$ cat src/rtl/see_defs.vh
// Purpose: Shared constants for the serial EEPROM access block.
// Assumes: Plain Verilog-2005 includer.
// Notes:   Timing counts derive from the 100 MHz system clock.
`ifndef SEE_DEFS_VH
`define SEE_DEFS_VH
`define SEE_ADDR_W       8
`define SEE_PAGE_W       4
`define SEE_DEV_CODE     4'ha
`define SEE_CLK_MHZ      100
`define SEE_TWR_US       5000
`define SEE_TWR_CYC      (`SEE_TWR_US * `SEE_CLK_MHZ)
`define SEE_BIT_LAST     4'h7
`define SEE_BIT_ACK      4'h8
`define SEE_MEM_INIT     8'hff
`endif

$ cat src/rtl/see_mem.v
// Purpose: Byte array with registered read data.
// Assumes: One write port and one read port on mclk.
// Notes:   Contents are not reset.
`timescale 1ns/1ps
`default_nettype none
module see_mem #(
	parameter AW = 8
) (
	input  wire          mclk,
	input  wire          wrEn,
	input  wire [AW-1:0] wrAddr,
	input  wire [7:0]    wrData,
	input  wire [AW-1:0] rdAddr,
	output reg  [7:0]    rdData
);
	reg [7:0] mem [0:(1<<AW)-1];
	always @(posedge mclk) begin
		if (wrEn) begin
			mem[wrAddr] <= wrData;
		end
		rdData <= mem[rdAddr];
	end
endmodule
`default_nettype wire

$ cat src/rtl/see_i2c_eeprom.v
// Purpose: Slave-side access logic of a 2-kbit two-wire serial EEPROM.
// Assumes: SCL and SDA are sampled by mclk; the master makes SCL.
// Notes:   The programming cycle is a timed busy period; the array is ideal.
`timescale 1ns/1ps
`default_nettype none
`include "see_defs.vh"
// How it works
// - Write-addressed frame loads 8-bit word pointer.
// - Stop after data starts programming cycle.
// - Busy programming ignores and never acknowledges.
// - Each write byte acked, page bits advance.
// - Over sixteen bytes wrap within page.
// - Only loaded page bytes programmed in one cycle.
// - Address not acked while busy, acked after.
// - Protect input: ack addresses, nack data, no programming.
// - Direction bit one selects read transfer.
// - Counter holds one past last access.
// - Counter wraps from 255 to zero.
// - Current read: ack address, send one byte.
// - Random read via dummy write, repeated start.
// - Master ack requests next sequential byte.
// - Reads increment all address bits.
// - Missing master ack ends sending until stop.
// - Supervisor reset aborts transfers, not programming; blocks new writes.
module see_i2c_eeprom #(
	parameter        AW      = `SEE_ADDR_W,
	parameter        PW      = `SEE_PAGE_W,
	parameter [3:0]  DEVCODE = `SEE_DEV_CODE,
	parameter [31:0] TWR_CYC = `SEE_TWR_CYC
) (
	input  wire mclk,
	input  wire reset_n,
	input  wire scl,
	input  wire sdaIn,
	input  wire writeProtect,
	input  wire supReset,
	output reg  sdaOut,
	output reg  sdaOe,
	output reg  busy
);
	localparam [2:0] ST_IDLE = 3'h0, ST_DEV = 3'h1, ST_WORD = 3'h2, ST_WDAT = 3'h3,
		ST_RDAT = 3'h4, ST_RACK = 3'h5, ST_PROG = 3'h6;
	localparam NPG = 1 << PW;
	// ----------------------------------------
	// Input synchronisers.
	// ----------------------------------------
	reg [1:0] sclSync_q, sdaSync_q, wpSync_q, supSync_q;
	reg       sclPrev_q, sdaPrev_q;
	always @(posedge mclk or negedge reset_n) begin
		if (!reset_n) begin
			sclSync_q <= 2'h3;
			sdaSync_q <= 2'h3;
			wpSync_q  <= 2'h0;
			supSync_q <= 2'h0;
			sclPrev_q <= 1'b1;
			sdaPrev_q <= 1'b1;
		end else begin
			sclSync_q <= {sclSync_q[0], scl};
			sdaSync_q <= {sdaSync_q[0], sdaIn};
			wpSync_q  <= {wpSync_q[0], writeProtect};
			supSync_q <= {supSync_q[0], supReset};
			sclPrev_q <= sclSync_q[1];
			sdaPrev_q <= sdaSync_q[1];
		end
	end
	wire sclC    = sclSync_q[1];
	wire sdaC    = sdaSync_q[1];
	wire sclRise = sclC & ~sclPrev_q;
	wire sclFall = ~sclC & sclPrev_q;
	wire startC  = sclC & sclPrev_q & sdaPrev_q & ~sdaC;
	wire stopC   = sclC & sclPrev_q & ~sdaPrev_q & sdaC;
	wire wpC     = wpSync_q[1];
	wire supC    = supSync_q[1];
	// ----------------------------------------
	// Protocol state.
	// ----------------------------------------
	reg [2:0]    state_q;
	reg [3:0]    bitCnt_q;
	reg [7:0]    shift_q;
	reg          ackPh_q;
	reg          ackDrv_q;
	reg [AW-1:0] addr_q;
	reg [AW-1:0] pgBase_q;
	reg [NPG-1:0] pgVal_q;
	reg [7:0]    pgBuf_q [0:NPG-1];
	reg          wrote_q;
	reg          wpHit_q;
	reg [31:0]   twr_q;
	reg [PW:0]   progIdx_q;
	wire [7:0]   memRd;
	wire         memWe = (state_q == ST_PROG) && (progIdx_q < NPG) && pgVal_q[progIdx_q[PW-1:0]];
	wire [AW-1:0] memWa = {pgBase_q[AW-1:PW], progIdx_q[PW-1:0]};
	see_mem #(.AW(AW)) u_see_mem (
		.mclk   (mclk),
		.wrEn   (memWe),
		.wrAddr (memWa),
		.wrData (pgBuf_q[progIdx_q[PW-1:0]]),
		.rdAddr (addr_q),
		.rdData (memRd)
	);
	wire [7:0] rxByte = {shift_q[6:0], sdaC};
	wire       devHit = (rxByte[7:4] == DEVCODE);
	integer i;
	always @(posedge mclk or negedge reset_n) begin
		if (!reset_n) begin
			state_q   <= ST_IDLE;
			bitCnt_q  <= 4'h0;
			shift_q   <= 8'h00;
			ackPh_q   <= 1'b0;
			ackDrv_q  <= 1'b0;
			addr_q    <= {AW{1'b0}};
			pgBase_q  <= {AW{1'b0}};
			pgVal_q   <= {NPG{1'b0}};
			wrote_q   <= 1'b0;
			wpHit_q   <= 1'b0;
			twr_q     <= 32'h0;
			progIdx_q <= {(PW+1){1'b0}};
			sdaOut    <= 1'b0;
			sdaOe     <= 1'b0;
			busy      <= 1'b0;
			for (i = 0; i < NPG; i = i + 1) begin
				pgBuf_q[i] <= `SEE_MEM_INIT;
			end
		end else begin
			sdaOut <= 1'b0;
			if (state_q == ST_PROG) begin
				busy  <= 1'b1;
				sdaOe <= 1'b0;
				if (progIdx_q < NPG) begin
					progIdx_q <= progIdx_q + 1'b1;
				end
				if (twr_q >= TWR_CYC - 1) begin
					state_q <= ST_IDLE;
					busy    <= 1'b0;
					pgVal_q <= {NPG{1'b0}};
				end else begin
					twr_q <= twr_q + 32'h1;
				end
			end else if (supC) begin
				state_q <= ST_IDLE;
				sdaOe   <= 1'b0;
				pgVal_q <= {NPG{1'b0}};
				wrote_q <= 1'b0;
			end else if (stopC) begin
				sdaOe <= 1'b0;
				if (wrote_q && !wpHit_q) begin
					state_q   <= ST_PROG;
					busy      <= 1'b1;
					twr_q     <= 32'h0;
					progIdx_q <= {(PW+1){1'b0}};
				end else begin
					state_q <= ST_IDLE;
				end
				wrote_q <= 1'b0;
			end else if (startC) begin
				state_q  <= ST_DEV;
				bitCnt_q <= 4'h0;
				ackPh_q  <= 1'b0;
				sdaOe    <= 1'b0;
				wrote_q  <= 1'b0;
				wpHit_q  <= 1'b0;
				pgVal_q  <= {NPG{1'b0}};
			end else if (state_q == ST_IDLE) begin
				sdaOe <= 1'b0;
			end else if (sclFall) begin
				if (ackPh_q) begin
					ackPh_q  <= 1'b0;
					bitCnt_q <= 4'h0;
					if (state_q == ST_RDAT) begin
						sdaOe <= ~memRd[7];
						shift_q <= memRd;
						addr_q <= addr_q + 1'b1;
					end else begin
						sdaOe <= 1'b0;
					end
				end else if (bitCnt_q == `SEE_BIT_ACK) begin
					ackPh_q <= 1'b1;
					sdaOe   <= ackDrv_q;
				end else if (state_q == ST_RDAT) begin
					sdaOe <= ~shift_q[7];
				end else begin
					sdaOe <= 1'b0;
				end
			end else if (sclRise) begin
				if (ackPh_q) begin
					if (state_q == ST_RACK) begin
						if (sdaC) begin
							state_q <= ST_IDLE;
						end else begin
							state_q <= ST_RDAT;
							ackPh_q <= 1'b1;
						end
					end
				end else if (state_q == ST_RDAT && bitCnt_q != `SEE_BIT_ACK) begin
					shift_q  <= {shift_q[6:0], 1'b1};
					bitCnt_q <= bitCnt_q + 4'h1;
					if (bitCnt_q == `SEE_BIT_LAST) begin
						state_q  <= ST_RACK;
						bitCnt_q <= `SEE_BIT_ACK;
						ackDrv_q <= 1'b0;
					end
				end else if (bitCnt_q != `SEE_BIT_ACK) begin
					shift_q  <= rxByte;
					bitCnt_q <= bitCnt_q + 4'h1;
					if (bitCnt_q == `SEE_BIT_LAST) begin
						ackDrv_q <= 1'b0;
						case (state_q)
						ST_DEV: begin
							if (!devHit) begin
								state_q <= ST_IDLE;
							end else if (rxByte[0]) begin
								ackDrv_q <= 1'b1;
								state_q  <= ST_RDAT;
							end else begin
								ackDrv_q <= 1'b1;
								state_q  <= ST_WORD;
							end
						end
						ST_WORD: begin
							addr_q   <= rxByte;
							pgBase_q <= rxByte;
							ackDrv_q <= 1'b1;
							state_q  <= ST_WDAT;
						end
						ST_WDAT: begin
							if (wpC) begin
								wpHit_q <= 1'b1;
							end else begin
								ackDrv_q <= 1'b1;
								wrote_q  <= 1'b1;
								pgBuf_q[addr_q[PW-1:0]] <= rxByte;
								pgVal_q[addr_q[PW-1:0]] <= 1'b1;
								addr_q <= {addr_q[AW-1:PW], addr_q[PW-1:0] + 1'b1};
							end
						end
						default: begin
							state_q <= ST_IDLE;
						end
						endcase
					end
				end else begin
					bitCnt_q <= bitCnt_q;
				end
			end
		end
	end
	// Read byte count of 8 plus ack: first read byte loads on the ack fall of the address.
endmodule
`default_nettype wire

$ cat config.mk
export PLATFORM = sky130hd
export DESIGN_NAME = see_i2c_eeprom
export DESIGN_NICKNAME = d
export VERILOG_FILES = /design/src/rtl/see_mem.v /design/src/rtl/see_i2c_eeprom.v
export VERILOG_INCLUDE_DIRS = /design/src /design/src/rtl
export SDC_FILE = /design/constraint.sdc
export NUM_CORES = 2
export LEC_CHECK = 0
export BUFFER_PORTS_ARGS = -buffer_cell sky130_fd_sc_hd__buf_2
export CAP_MARGIN = 20
export CORE_ASPECT_RATIO = 1.1
export CORE_MARGIN = 3
export CORE_UTILIZATION = 60
export CTS_CLUSTER_DIAMETER = 60
export DETAILED_ROUTE_END_ITERATION = 6
export HOLD_SLACK_MARGIN = 0.05
export PLACE_DENSITY = 0.78
export SYNTH_ARGS = -nofsm -noshare
export SYNTH_HDL_FRONTEND = slang
export SYNTH_HIERARCHICAL = 1
export SYNTH_SLANG_ARGS = --single-unit
$ cat constraint.sdc
create_clock -name mclk -period 4.9 [get_ports mclk]
set_input_delay 0.49 -clock mclk [delete_from_list [all_inputs] [get_ports mclk]]
set_output_delay 0.49 -clock mclk [all_outputs]
set_load 0.01 [all_outputs]
==> flow_summary.yaml <==
power:
  p_leak_nw: 36.8
  power.density_nw_per_um2: 437
  ir_drop_mv: 0.392
grt:
  grt_use_total_pct: 28.9
  met3_usage_pct: 7.19
  grt_overflow: 0
  grt_antenna_before_repair: 4
  grt_pass1_vias: 47500
  grt_pass1_wl_um: 327000
  grt.busiest_layer: "met2"
  met1_usage_pct: 38.7
  grt_max_degree: 200
  met2_usage_pct: 45.8
layout:
  fin_util_pct: 67.1
  nets: 4743
  ff_latch_area_um2: 67500
  nFillCells: 9107
  final_layout_size_suffix_gt1_share_pct: 26.1
  multi_input_area_um2: 21400
  areaGrowthSynthToFinish_pct: 10.4
synth:
  synth_top_family_by_area: "multiplexers"
  synth-compound-area-share_pct: 3.85
  ys_top_cells_by_count: "edfxtp_1 (2048), mux4_2 (475), nor2_1 (324), mux2i_1 (173), a22oi_1 (155)"
  synth_area_leaders: "edfxtp_1 (68%), mux4_2 (12%), dfstp_2 (3.9%)"
  synth-xor-area-share_pct: 0.145
  synth_mux_area_share_pct: 15.5
  synth-seq-cells: 2280
  synthSimpleGateAreaFrac_pct: 3.90
  synth_warnings: 6
  synth.cell_area_um2: 90600
  synth-async-reset-ratio_pct: 9.82
  syn_nets: 4670
  synthAdderAreaFrac_pct: 0.193
  synth_edf_count: 2048
  yosysUniqueCellTypes: 76
  synth_top_area_share_pct: 67.9
  yosysMostFrequentCell: "edfxtp_1"
  synth_top_area_cell: "edfxtp_1"
  ys_seq_area_share_pct: 74.5
  synth-main-ff-cell: "edfxtp_1"
  syn_area_per_cell_um2: 19.5
  synthCells: 4650
min_path:
  hp-start: "sdaIn"
  hold-path-cell-count: 2
  hp-class: "primary input to flop"
  min_to: "sdaSync_q[0]$_DFF_PN1_"
floorplan:
  die_width_um: 376
  start_util_pct: 60.8
  rows: 148
  die_area_um2: 156000
  coreArea_um2: 149000
  ios: 9
  chipHeight_um: 413
timing:
  rsz0062_at_grt: "false"
  period_share_pct: 87.6
  final_max_slew_viol_count: 0
  fin_crit_ns: 4.29
  hold_viol_final: 0
  setup-violations-final: 0
  clock.fmax_mhz: 233
  fin_skew_ns: 0.0445
  worstMarginPinSlew_ns: 1.21
  slew_headroom_pct: 18.8
  final.setup.tns_ns: 0
clock_network:
  clock_latency_ns: 0.87
  cts_tree: "done"
  cts_setup_buffers: 0
  numCtsBuffers: 210
  h-tree-depth: 4
  cts-root-buf: "clkbuf_16"
  cts.sinks: 2280
  ctsLongestPathBuffers: 3
  clk_pin_slew_ns: 0.07
worst_setup_path:
  crit_start: "addr_q[0]$_DFFE_PN0P_"
  reg2reg_depth: 7
  cp_data_required_time_ns: 5.60
  r2r_end: "u_see_mem/rdData[6]$_DFF_P_"
  path_max_fanout: 39
  crit_type: "flop to flop"
  endpoint_kind: "flop"
  critPathArrivalTime_ns: 4.99
  start_kind: "flop"
  r2r_start: "addr_q[0]$_DFFE_PN0P_"
  regToRegSetupSlack_ns: 0.61
placed_design:
  hpwl_um: 133000
  gp_congestion: 0.948
  numPortBuffers: 7
routing:
  wl_um: 221000
  first_iter_violations: 6861
  vias: 47500
  viasPerCell: 6.92
  drc: 0
  antenna_left: 0
  wl_per_cell_um: 32.3
  dr.pass1.iters: 6
outcome:
  status: "finished, final reports clean"
job:
  max_cap_viol_count: 0
==> layout by cell type, fill, tap and decap left out, drive strengths merged, types with 15 or more instances in the layout <==
| cell type | netlist | routed |
|---|---|---|
| nor2b | 23 | 23 |
| o22ai | 48 | 48 |
| nand4 | 28 | 28 |
| clkinv | 2 | 93 |
| clkbuf | 152 | 265 |
| mux2 | 140 | 140 |
| nor2 | 324 | 324 |
| bufinv | 0 | 20 |
| and2 | 20 | 20 |
| and3 | 16 | 16 |
| nand3 | 71 | 71 |
| or3 | 23 | 23 |
| buf | 144 | 152 |
| o211ai | 15 | 15 |
| o221ai | 35 | 35 |
| inv | 16 | 27 |
| a22oi | 155 | 155 |
| nor3 | 46 | 46 |
| dfstp | 134 | 134 |
| dfrtp | 90 | 90 |
| mux2i | 173 | 173 |
| nand2 | 102 | 102 |
| nor4 | 21 | 21 |
| a21oi | 117 | 117 |
| o21ai | 44 | 44 |
| mux4 | 475 | 475 |
| edfxtp | 2048 | 2048 |
==> state kept, by name (all words and copies together), names as in the netlist, 2 cells and up <==
name,cells
addr_q,8
pgBase_q,4
progIdx_q,5
u_see_mem/rdData,8
sclSync_q,2
wpSync_q,2
supSync_q,2
sdaSync_q,2
twr_q,32
shift_q,8
pgBuf_q,128
pgVal_q,16
state_q,3
bitCnt_q,4
u_see_mem/mem,2048
==> worst max-delay path: stages, from the launching register on <==
cell and delay, ns:
dfrtp_4 1.05, buf_12 0.38, mux4_2 0.60, a22o_1 0.23
a221oi_1 0.86, o32ai_1 0.22, nor3_1 0.59, nor4_1 0.14
==> final cells by class <==
type | instances | area share [%]
multi-input combinational | 2056 | 21.4
tap | 1950 | 2.44
sequential | 2280 | 67.5
inverter | 18 | 0.0676
clock buffer | 265 | 5.67
timing repair buffer | 157 | 1.54
clock inverter | 133 | 1.37
antenna | 3 | 0.00751
==> metrics by stage <==
| stage | cells | worst slack, ns | hold WS, ns | power, mW | instance area (um2) |
|---|---|---|---|---|---|
| after floorplan | 4650 | 0.948 | 0.194 | 26.0 | 90600 |
| after global placement | 6447 | 0.390 | 0.346 | 27.3 | 92800 |
| after detailed placement | 6452 | 0.774 | 0.342 | 27.4 | 92800 |
| after CTS | 6855 | 0.734 | 0.230 | 43.8 | 99900 |
| after global routing | 6859 | 0.497 | 0.274 | 44.9 | 99900 |
| final | 6862 | 0.609 | 0.305 | 43.7 | 100000 |
==> routing by layer <==
layer	part of all wire, %	vias up	wire length [um]
met3	11	598	24700
met5	0.053	-	117
met1	36	24600	78900
met2	48	3151	107000
met4	4.8	6	10700
li1	-	19100	-
==> what timing repair did <==
action	in CTS	in global routing
hold endpoints to repair	69	0
resized for setup	0	0
hold buffers	5	0
==> report_power, final <==
part,switching [mW],internal (mW),leakage [nW]
sequential,0.545,21.0,26.4
clock,7.25,9.31,3.43
combinational,3.39,2.16,6.90
total,11.2,32.5,36.8
==> cell families (layout without fill, tap and decap cells) <==
kind of cell,Yosys count,in the layout
AND/OR/NAND/NOR,731,731
AO/OA/AOI/OAI,507,507
adder cells (fa/ha/maj),14,14
multiplexers,788,788
other,1,4
buffers and inverters,314,573
XOR/XNOR,15,15
flip-flops,2280,2280
==> how the worst max path moves through the flow <==
stage	end	slack, ns
after floorplan	u_see_mem/mem[0][5]$_DFFE_PP_	0.95
after global placement	u_see_mem/rdData[0]$_DFF_P_	0.39
after detailed placement	u_see_mem/rdData[6]$_DFF_P_	0.77
after CTS	u_see_mem/rdData[3]$_DFF_P_	0.73
after global routing	u_see_mem/rdData[6]$_DFF_P_	0.50
final	u_see_mem/rdData[6]$_DFF_P_	0.61
Power figures use the tool's default switching activity.
